<file path="config.mk">
export PLATFORM = sky130hd
export DESIGN_NAME = lstec_top
export DESIGN_NICKNAME = d
export VERILOG_FILES = /design/src/design/lstec_pkg.sv /design/src/design/lstec_sync_if.sv /design/src/design/lstec_sync.sv /design/src/design/lstec_top.sv
export SDC_FILE = /design/constraint.sdc
export NUM_CORES = 1
export LEC_CHECK = 0
export BUFFER_PORTS_ARGS = -buffer_cell sky130_fd_sc_hd__buf_2
export CAP_MARGIN = 20
export CELL_PAD_IN_SITES_DETAIL_PLACEMENT = 1
export CELL_PAD_IN_SITES_GLOBAL_PLACEMENT = 1
export CORE_MARGIN = 1.5
export CORE_UTILIZATION = 45
export CTS_CLUSTER_DIAMETER = 80
export DETAILED_ROUTE_END_ITERATION = 12
export PLACE_DENSITY = 0.91
export SYNTH_ARGS = -nofsm -noshare
export SYNTH_HDL_FRONTEND = slang
export SYNTH_SLANG_ARGS = --single-unit
</file>
<file path="constraint.sdc">
create_clock -name CLK_SYS -period 7.88 [get_ports CLK_SYS]
set_input_delay 0.394 -clock CLK_SYS [delete_from_list [all_inputs] [get_ports CLK_SYS]]
set_output_delay 0.394 -clock CLK_SYS [all_outputs]
set_load 0.05 [all_outputs]
</file>
<file path="src/design/lstec_pkg.sv">
// Package for the line timing and exposure controller.
// Assumes a single 125 MHz system clock; all durations are counted in its cycles.
package lstec_pkg;

    // ----------------------------------------
    // Widths
    // ----------------------------------------
    localparam int LSTEC_CNT_W = 32;
    localparam int LSTEC_SRC_W = 2;
    localparam int LSTEC_NUM_SRC = 4;

    // ----------------------------------------
    // Clock
    // ----------------------------------------
    localparam int LSTEC_CLK_MHZ = 125;
    localparam int LSTEC_CLK_NS = 8;

    // ----------------------------------------
    // Encodings
    // ----------------------------------------
    typedef enum logic [1:0] {
        LSTEC_EXP_OFF = 2'h0,
        LSTEC_EXP_TIMED = 2'h1,
        LSTEC_EXP_PULSE = 2'h2
    } lstec_scheme_t;

    // Polarity select: bit set means rising edge / high-level span
    localparam logic LSTEC_POL_UP = 1'h1;
    localparam logic LSTEC_POL_DOWN = 1'h0;

    // Pacing target code for the line-begin event
    localparam logic [1:0] LSTEC_TGT_LINE_BEGIN = 2'h0;

    // ----------------------------------------
    // Reset values
    // ----------------------------------------
    localparam logic [LSTEC_CNT_W-1:0] LSTEC_CNT_ZERO = 32'h0;
    localparam logic [LSTEC_CNT_W-1:0] LSTEC_CNT_ONE = 32'h1;
    localparam logic [2:0] LSTEC_SYNC_RST = 3'h0;

endpackage : lstec_pkg

</file>
<file path="src/design/lstec_sync_if.sv">
// Interface carrying the conditioned pacing input between the controller and its conditioner.
// Assumes both ends run on the system clock.
`timescale 1ns/1ps
interface lstec_sync_if;
    logic level;
    logic rise;
    logic fall;
    modport cond (output level, output rise, output fall);
    modport ctrl (input level, input rise, input fall);
endinterface : lstec_sync_if

</file>
<file path="src/design/lstec_sync.sv">
// Input conditioner: selects one pacing input and synchronises it.
// Assumes the pins are asynchronous to the system clock.
`timescale 1ns/1ps
module lstec_sync
    import lstec_pkg::*;
(
    input wire logic clk,
    input wire logic nrst,
    input wire logic [LSTEC_NUM_SRC-1:0] pins,
    input wire logic [LSTEC_SRC_W-1:0] origin,
    lstec_sync_if.cond sy
);
    logic [2:0] pipe_reg;
    logic level_reg;

    always_ff @(posedge clk) begin
        if (!nrst) begin
            pipe_reg <= LSTEC_SYNC_RST;
        end else begin
            pipe_reg <= {pipe_reg[1:0], pins[origin]};
        end
    end

    // Change counts only once stages two and three agree
    always_ff @(posedge clk) begin
        if (!nrst) begin
            level_reg <= 1'b0;
        end else if (pipe_reg[2] == pipe_reg[1]) begin
            level_reg <= pipe_reg[2];
        end
    end

    assign sy.level = level_reg;
    assign sy.rise = (pipe_reg[2] == pipe_reg[1]) && pipe_reg[2] && !level_reg;
    assign sy.fall = (pipe_reg[2] == pipe_reg[1]) && !pipe_reg[2] && level_reg;
endmodule : lstec_sync

</file>
<file path="src/design/lstec_top.sv">
// Line timing and exposure controller for a line-scan sensor.
// Assumes configuration ports are held steady by software and pins are asynchronous.
`timescale 1ns/1ps
module lstec_top
    import lstec_pkg::*;
(
    // Clock and reset
    input wire logic CLK_SYS,
    input wire logic NRST,
    // Pacing pins
    input wire logic [LSTEC_NUM_SRC-1:0] PACING_PINS,
    // Configuration
    input wire logic EXTERNAL_PACING_ON,
    input wire logic [1:0] PACING_TARGET_SELECT,
    input wire logic [LSTEC_SRC_W-1:0] PACING_INPUT_ORIGIN,
    input wire logic PACING_POLARITY_SELECT,
    input wire logic [1:0] EXPOSURE_SCHEME,
    input wire logic [LSTEC_CNT_W-1:0] EXPOSURE_DURATION,
    input wire logic [LSTEC_CNT_W-1:0] FREE_RUN_LINE_PERIOD,
    // Sensor side
    output logic LINE_BEGIN,
    output logic EXPOSE,
    output logic TRIGGER_OVERRUN
);
    import lstec_pkg::*;

    lstec_sync_if sy();
    lstec_scheme_t scheme;
    logic trig_en;
    logic start_edge;
    logic stop_edge;
    logic timed_len_ok;
    logic ext_start;
    logic int_start;
    logic line_start;
    logic [LSTEC_CNT_W-1:0] exp_limit;
    logic [LSTEC_CNT_W-1:0] run_cnt_reg;
    logic [LSTEC_CNT_W-1:0] exp_cnt_reg;
    logic [LSTEC_CNT_W-1:0] last_period_reg;
    logic [LSTEC_CNT_W-1:0] period_cnt_reg;
    logic line_begin_reg;
    logic expose_reg;
    logic overrun_reg;

    // ----------------------------------------
    // Input conditioning
    // ----------------------------------------
    // origin selects pin
    lstec_sync u_sync (
        .clk(CLK_SYS),
        .nrst(NRST),
        .pins(PACING_PINS),
        .origin(PACING_INPUT_ORIGIN),
        .sy(sy)
    );

    // ----------------------------------------
    // Mode decode
    // ----------------------------------------
    // illegal code, or pulse without trigger, falls back to no control
    always_comb begin
        scheme = LSTEC_EXP_OFF;
        if (EXPOSURE_SCHEME == LSTEC_EXP_TIMED) begin
            scheme = LSTEC_EXP_TIMED;
        end else if (EXPOSURE_SCHEME == LSTEC_EXP_PULSE && EXTERNAL_PACING_ON) begin
            scheme = LSTEC_EXP_PULSE;
        end
    end

    // only the line-begin target paces lines
    assign trig_en = EXTERNAL_PACING_ON && (PACING_TARGET_SELECT == LSTEC_TGT_LINE_BEGIN);

    // polarity chooses edge; pulse starts on active level onset
    assign start_edge = (PACING_POLARITY_SELECT == LSTEC_POL_UP) ? sy.rise : sy.fall;
    assign stop_edge = (PACING_POLARITY_SELECT == LSTEC_POL_UP) ? sy.fall : sy.rise;

    assign ext_start = trig_en && start_edge;
    assign int_start = !EXTERNAL_PACING_ON && (run_cnt_reg == LSTEC_CNT_ZERO);
    assign line_start = ext_start || int_start;

    // free-run exposure never exceeds one line period
    // up to one full line is accepted
    assign exp_limit = (!EXTERNAL_PACING_ON && EXPOSURE_DURATION > FREE_RUN_LINE_PERIOD)
        ? FREE_RUN_LINE_PERIOD : EXPOSURE_DURATION;
    assign timed_len_ok = exp_limit != LSTEC_CNT_ZERO;

    // ----------------------------------------
    // Internal line rate
    // ----------------------------------------
    // free-running period in clock cycles
    always_ff @(posedge CLK_SYS) begin
        if (!NRST || EXTERNAL_PACING_ON) begin
            run_cnt_reg <= LSTEC_CNT_ZERO;
        end else if (run_cnt_reg == LSTEC_CNT_ZERO) begin
            run_cnt_reg <= (FREE_RUN_LINE_PERIOD > LSTEC_CNT_ONE)
                ? FREE_RUN_LINE_PERIOD - LSTEC_CNT_ONE : LSTEC_CNT_ZERO;
        end else begin
            run_cnt_reg <= run_cnt_reg - LSTEC_CNT_ONE;
        end
    end

    // Measured trigger period; the cycle count feeds the trigger spacing check
    always_ff @(posedge CLK_SYS) begin
        if (!NRST) begin
            period_cnt_reg <= LSTEC_CNT_ONE;
            last_period_reg <= LSTEC_CNT_ZERO;
        end else if (ext_start) begin
            period_cnt_reg <= LSTEC_CNT_ONE;
            last_period_reg <= period_cnt_reg;
        end else if (period_cnt_reg != {LSTEC_CNT_W{1'b1}}) begin
            period_cnt_reg <= period_cnt_reg + LSTEC_CNT_ONE;
        end
    end

    // ----------------------------------------
    // Line begin pulse
    // ----------------------------------------
    always_ff @(posedge CLK_SYS) begin
        if (!NRST) begin
            line_begin_reg <= 1'b0;
        end else begin
            line_begin_reg <= line_start;
        end
    end

    // ----------------------------------------
    // Exposure
    // ----------------------------------------
    always_ff @(posedge CLK_SYS) begin
        if (!NRST) begin
            expose_reg <= 1'b0;
            exp_cnt_reg <= LSTEC_CNT_ZERO;
        end else begin
            unique case (scheme)
                // timed exposure from line start, counted in cycles
                LSTEC_EXP_TIMED: begin
                    if (line_start && timed_len_ok) begin
                        expose_reg <= 1'b1;
                        exp_cnt_reg <= exp_limit - LSTEC_CNT_ONE;
                    end else if (exp_cnt_reg != LSTEC_CNT_ZERO) begin
                        exp_cnt_reg <= exp_cnt_reg - LSTEC_CNT_ONE;
                    end else begin
                        expose_reg <= 1'b0;
                    end
                end
                // expose exactly while the input holds its active level
                LSTEC_EXP_PULSE: begin
                    exp_cnt_reg <= LSTEC_CNT_ZERO;
                    if (ext_start) begin
                        expose_reg <= 1'b1;
                    end else if (stop_edge || !trig_en) begin
                        expose_reg <= 1'b0;
                    end
                end
                // exposure spans the whole line period
                LSTEC_EXP_OFF: begin
                    exp_cnt_reg <= LSTEC_CNT_ZERO;
                    if (line_start) begin
                        expose_reg <= 1'b1;
                    end
                end
            endcase
        end
    end

    // ----------------------------------------
    // Trigger spacing check
    // ----------------------------------------
    // flag triggers closer than the programmed exposure
    always_ff @(posedge CLK_SYS) begin
        if (!NRST) begin
            overrun_reg <= 1'b0;
        end else if (ext_start && scheme == LSTEC_EXP_TIMED) begin
            // Exposure ending on this very edge is not an overlap
            overrun_reg <= (exp_cnt_reg != LSTEC_CNT_ZERO) || (period_cnt_reg < EXPOSURE_DURATION);
        end
    end

    assign LINE_BEGIN = line_begin_reg;
    assign EXPOSE = expose_reg;
    assign TRIGGER_OVERRUN = overrun_reg;
endmodule : lstec_top

</file>
* After elaboration in Yosys (flattened, before gate mapping)
Index checks and enable logic that the tools add are counted.
** Word-level totals
- Output and inout bits :: 3
- Bits of input ports :: 78
- Register bits after elaboration :: 103
- Logic and storage cells :: 74
** Operators by class
- Eq/ne operators :: 10
- Muxes and demuxes :: 18
- Order comparisons :: 4
- $add $sub $neg :: 5
- Reduce and logical (&&, ||, !) cells :: 28
- Bitwise operators :: 1
** Operators by type and width (count)
- 2-to-1 mux 32 bit :: 5
- subtractor 32 x 1 -> 32 bit, second input constant :: 4
- one-hot mux 32 bit (2 select lines) :: 1
- nonzero test 32 bit :: 2
- adder 32 x 1 -> 32 bit, second input constant :: 1
- greater-than comparator 32 x 1 -> 1 bit, second input constant :: 1
- greater-than comparator 32 bit :: 1
- logical NOT 32 bit :: 1
- less-than comparator 32 bit :: 1
- != test 32 bit, second input constant :: 1
- logical AND 1 bit :: 11
- != test 3 bit, second input constant :: 3
- 2-to-1 mux 1 bit :: 8
- logical NOT 1 bit :: 5
- == test 2 x 1 -> 1 bit, second input constant :: 2
- == test 2 bit, second input constant :: 2
- logical NOT 2 bit :: 2
- logical OR 1 bit :: 4
- 2-to-1 mux 2 bit :: 2
- OR reduction 2 bit :: 2
- less-than comparator 2 x 3 -> 1 bit, second input constant :: 1
- one-hot mux 1 bit (3 select lines) :: 1
- AND reduction 3 bit :: 1
- binary-select mux 1 bit (select 2 bit) :: 1
- other kinds (3) :: 3

* Logic depth before layout (Yosys ltp)
- Depth after elaboration :: 9
- Mapped depth :: 20

* Modules after synthesis
From an unflattened synthesis, not the netlist that was laid out.
** Second synthesis, totals
- Cell total of the unflattened synthesis :: 1124
- Area total of the unflattened synthesis :: 8632.0 um2
** Modules (own cells, without submodules)
- lstec_top :: instances 1, seq. area each 1981.9 um2, area each 8449.4 um2, cells each 1108
- lstec_sync :: instances 1, seq. area each 80.1 um2, area each 182.7 um2, cells each 16

* Least setup slack after synthesis
Ideal clock, no wire load.
- Path type :: input to register
- From :: in FREE_RUN_LINE_PERIOD[22]
- To :: reg exp_cnt_reg[26]
- Buffers on the path :: 3
- Arrival time :: 4.668 ns
- Setup time :: 0.123 ns
- Stages on the path :: 19
- Path slack :: 3.089 ns
- Path through :: clkbuf_1 -> inv_1 -> ha_1 -> nand4_1 -> nor3_1 -> nand2_1 -> a311oi_1 -> clkbuf_1 -> o21ai_1 -> nand2_4 -> buf_6 -> mux2i_1 -> ha_1 -> inv_1 -> nor4_1 -> mux2i_1 -> mux2i_2 -> nor4b_4 -> mux2_1
** Between the ends
- Word-level cells in the longest chain between the ends :: 7
- Elaborated cells between the ends (all ways) :: 9
** RTL lines
- from (decl) :: line lstec_top.sv:19 : input wire logic [LSTEC_CNT_W-1:0] FREE_RUN_LINE_PERIOD,
- greater-than comparator 32 bit :: line lstec_top.sv:83 : assign exp_limit = (!EXTERNAL_PACING_ON && EXPOSURE_DURATION > FREE_RUN_LINE_PERIOD)
- logical AND 1 bit :: line lstec_top.sv:83
- 2-to-1 mux 32 bit * :: line lstec_top.sv:84 : ? FREE_RUN_LINE_PERIOD : EXPOSURE_DURATION;
- parallel branches: the longest is 4 deep, another holds subtractor 32 x 1 -> 32 bit
- to (signal assigned) :: line lstec_top.sv:139 : exp_cnt_reg <= exp_limit - LSTEC_CNT_ONE;
- to (signal assigned) :: line lstec_top.sv:141 : exp_cnt_reg <= exp_cnt_reg - LSTEC_CNT_ONE;
- to (decl) :: line lstec_top.sv:38 : logic [LSTEC_CNT_W-1:0] exp_cnt_reg;
Mark *: on every way between the ends.
A chain may end at the register's enable or synchronous reset.

* Final worst setup path
- From :: in FREE_RUN_LINE_PERIOD[23]
- To :: reg exp_cnt_reg[26]
Same word-level chain as after synthesis.

==> results.cfg <==
[clock_tree]
postCtsSetupBuffers = 0
htreeDepth = 3
cts_root_buf = clkbuf_16
clk_pin_slew_worst_paths_ns = 0.08
cts-hold-fix-buffers = 0
cts_made_buffers = 9
cts_resized = 0
cts_tree = built
clock_network_latency_to_the_later_pin_of_the_worst_skew_pair_ns = 0.37
number_of_clock_sinks = 103
number_of_buffers_on_the_longest_clock_path = 2

[setup_path]
worst_ep_required_time_ns = 8.14
rr_worst_depth = 16
max_fo_critical_path = 32
worstSetupEndpointType = flop
timing.critical_path.arrival_ns = 6.78
cp-start-kind = input pin
worstSetupPathType = in2reg

[grt]
grt_util_all_layers = 0.321
grt_max_degree = 37
via_count_of_the_first_global_routing_pass = 9452
grt_antenna_before_repair = 0
grt_pass1_wl_mm = 50.1
grt_remaining_overflow = 0

[sta]
max_slew_margin = 0.409
period_minus_slack_ns = 6.53
setup_viol_count_final = 0
hold_violations = 0
setup_tns_ns = 0
final_period_utilization = 0.828
skew_ns = 0.0111
drv_slew = 0
worst-slew-pin-transition_ns = 0.886
grt_setup_unrepaired = false
fmax_mhz = 153

[drt]
route.vias.total = 9099
final_antenna_net_count = 0
route.detailed.drc = 0
routed_wl_mm = 31.3
avg_vias_per_cell = 6.33
dr.first_iter.drc_count = 706
wl_per_cell_um = 21.8
dr.pass1.iters = 5

[finish]
layout.filler_cells = 2380
flow.area_growth_from_synthesis_pct = 10.7
multi_input_area_mm2 = 0.00606
final_layout_size_suffix_gt1_frac = 0.117
leading_cell_types_in_the_layout_fill_and_taps_excluded = nor2_1 (121), dfxtp_1 (103), nand2_1 (84)
diodes = 0
area.sequential_mm2 = 0.00206
num-nets-final = 1347
final_common_cell = nor2_1
postLayoutCellArea_mm2 = 0.00952

[logic_synthesis]
synth.ff_latch_count = 103
share_of_flip_flops_with_an_asynchronous_set_or_reset_after_synthesis = 0
mapped_cells = 1140
synth_enable_flop_cells = 0
netlist-cell-type-count = 82
synth_fp_nets = 1288
area_of_the_mapped_netlist_mm2 = 0.00860
postSynthAreaPerCell_um2 = 7.54
synth-seq-area-share = 0.240
synthesis_warnings = 0
synth_top_flop_cell = dfxtp_1

[power]
max-vdd-ir-drop_mv = 0.157
static-leakage-power_nw = 4.09
power.density_cell_area_mw_per_mm2 = 393

[outcome]
result_of_the_run = complete, no violations

[place]
io_buffer_count = 80
instance_area_after_placement_mm2 = 0.00919
place_hpwl_mm = 24.4
finalWeightedCongestion = 0.965

[floorplan]
core.rowCount = 50
boundaryPins = 81
die_area_mm2 = 0.0199
die-height_um = 141
core_area_mm2 = 0.0187
start_util = 0.460
die_width_um = 141

[run]
number_of_violations_of_the_max_capacitance_limit = 0

[worst_hold_path]
holdCritPathClass = in2reg
min_delay_path_depth = 2
-- stage by stage --
stage	total power [mW]	std cells	setup slack [ns]	utilization	hold slack (ns)
floorplan	2.64	1140	3.09	-	0.412
finish	3.74	1438	1.35	0.509	0.369
global route	4.03	1438	1.07	0.509	0.375
detailed placement	3.20	1420	1.01	0.491	0.420
global placement	3.08	1420	1.35	0.491	0.419
CTS	3.70	1436	1.37	0.507	0.359
-- layer usage --
layer	up-vias	share of wire	GRT usage
li1	4212	-	-
met1	4423	0.42	0.406
met2	373	0.46	0.526
met3	91	0.073	0.0652
met4	0	0.043	0.148
met5	-	0	0
-- Yosys cell counts, drive strengths merged (4+ instances only) --
| cell | number | area [µm²] |
|---|---|---|
| a21oi | 77 | 385 |
| or2 | 5 | 31.3 |
| a21o | 16 | 120 |
| nand2b | 7 | 43.8 |
| a31oi | 7 | 43.8 |
| o21ai | 58 | 302 |
| nor2b | 11 | 68.8 |
| nand4 | 41 | 257 |
| or3 | 34 | 213 |
| mux2i | 23 | 234 |
| and3 | 10 | 62.6 |
| nand3 | 60 | 300 |
| dfxtp | 103 | 2060 |
| ha | 70 | 876 |
| and2 | 10 | 65.1 |
| a211oi | 9 | 67.6 |
| or4 | 13 | 109 |
| xnor2 | 53 | 464 |
| nand4b | 4 | 50.1 |
| o211ai | 7 | 52.6 |
| clkbuf | 33 | 124 |
| inv | 78 | 293 |
| mux2 | 6 | 67.6 |
| o31ai | 4 | 30.0 |
| nor4 | 26 | 184 |
| buf | 12 | 83.8 |
| xor2 | 39 | 342 |
| a22oi | 12 | 95.1 |
| o311ai | 4 | 42.6 |
| a22o | 4 | 35.0 |
| nor3 | 50 | 267 |
| nand2 | 85 | 327 |
| nor2 | 123 | 464 |
-- cell families (layout without fill, tap and decap cells) --
| logic type | Yosys count | count (layout) | synth area share |
|---|---|---|---|
| AO/OA/AOI/OAI | 230 | 230 | 0.171 |
| buffers and inverters | 124 | 188 | 0.0586 |
| adder cells (fa/ha/maj) | 70 | 70 | 0.102 |
| XOR/XNOR | 92 | 92 | 0.0937 |
| multiplexers | 30 | 30 | 0.0377 |
| flip-flops | 103 | 103 | 0.240 |
| AND/OR/NAND/NOR | 491 | 491 | 0.297 |
-- worst max-delay path: stages --
cell	delay, ns
buf_2	0.14
clkinv_1	0.26
ha_1	0.42
nand4_1	0.13
nor4_1	0.54
nor3b_1	0.38
o31a_1	0.79
or3_1	0.65
nand2_4	0.42
mux2i_1	0.40
ha_1	0.34
inv_1	0.13
nor4_1	0.41
mux2i_1	0.16
mux2i_2	0.54
nor4b_4	0.31
mux2_1	0.35
-- where the power goes --
group | switching, mW | internal (mW)
sequential | 0.113 | 0.646
clock | 0.230 | 0.228
combinational | 1.56 | 0.962
-- worst paths after layout --
kind	start	to	slack [ns]
worst min register to register	u_sync.pipe_reg[0]$_SDFF_PN0_	u_sync.pipe_reg[1]$_SDFF_PN0_	0.44
worst max register to register	run_cnt_reg[0]$_SDFF_PP0_	exp_cnt_reg[26]$_SDFFE_PN0P_	1.92
worst min-delay path	NRST	period_cnt_reg[0]$_SDFFE_PP1P_	0.37
worst max-delay path	FREE_RUN_LINE_PERIOD[23]	exp_cnt_reg[26]$_SDFFE_PN0P_	1.35
-- area by class of cell --
type / instances / share of cell area
clock buffer: 10 / 0.0251
clock inverter: 6 / 0.00526
inverter: 79 / 0.0312
multi-input combinational: 913 / 0.637
sequential: 103 / 0.217
tap: 234 / 0.0308
timing repair buffer: 93 / 0.0544
No activity file was read; power rests on OpenSTA's default activity.
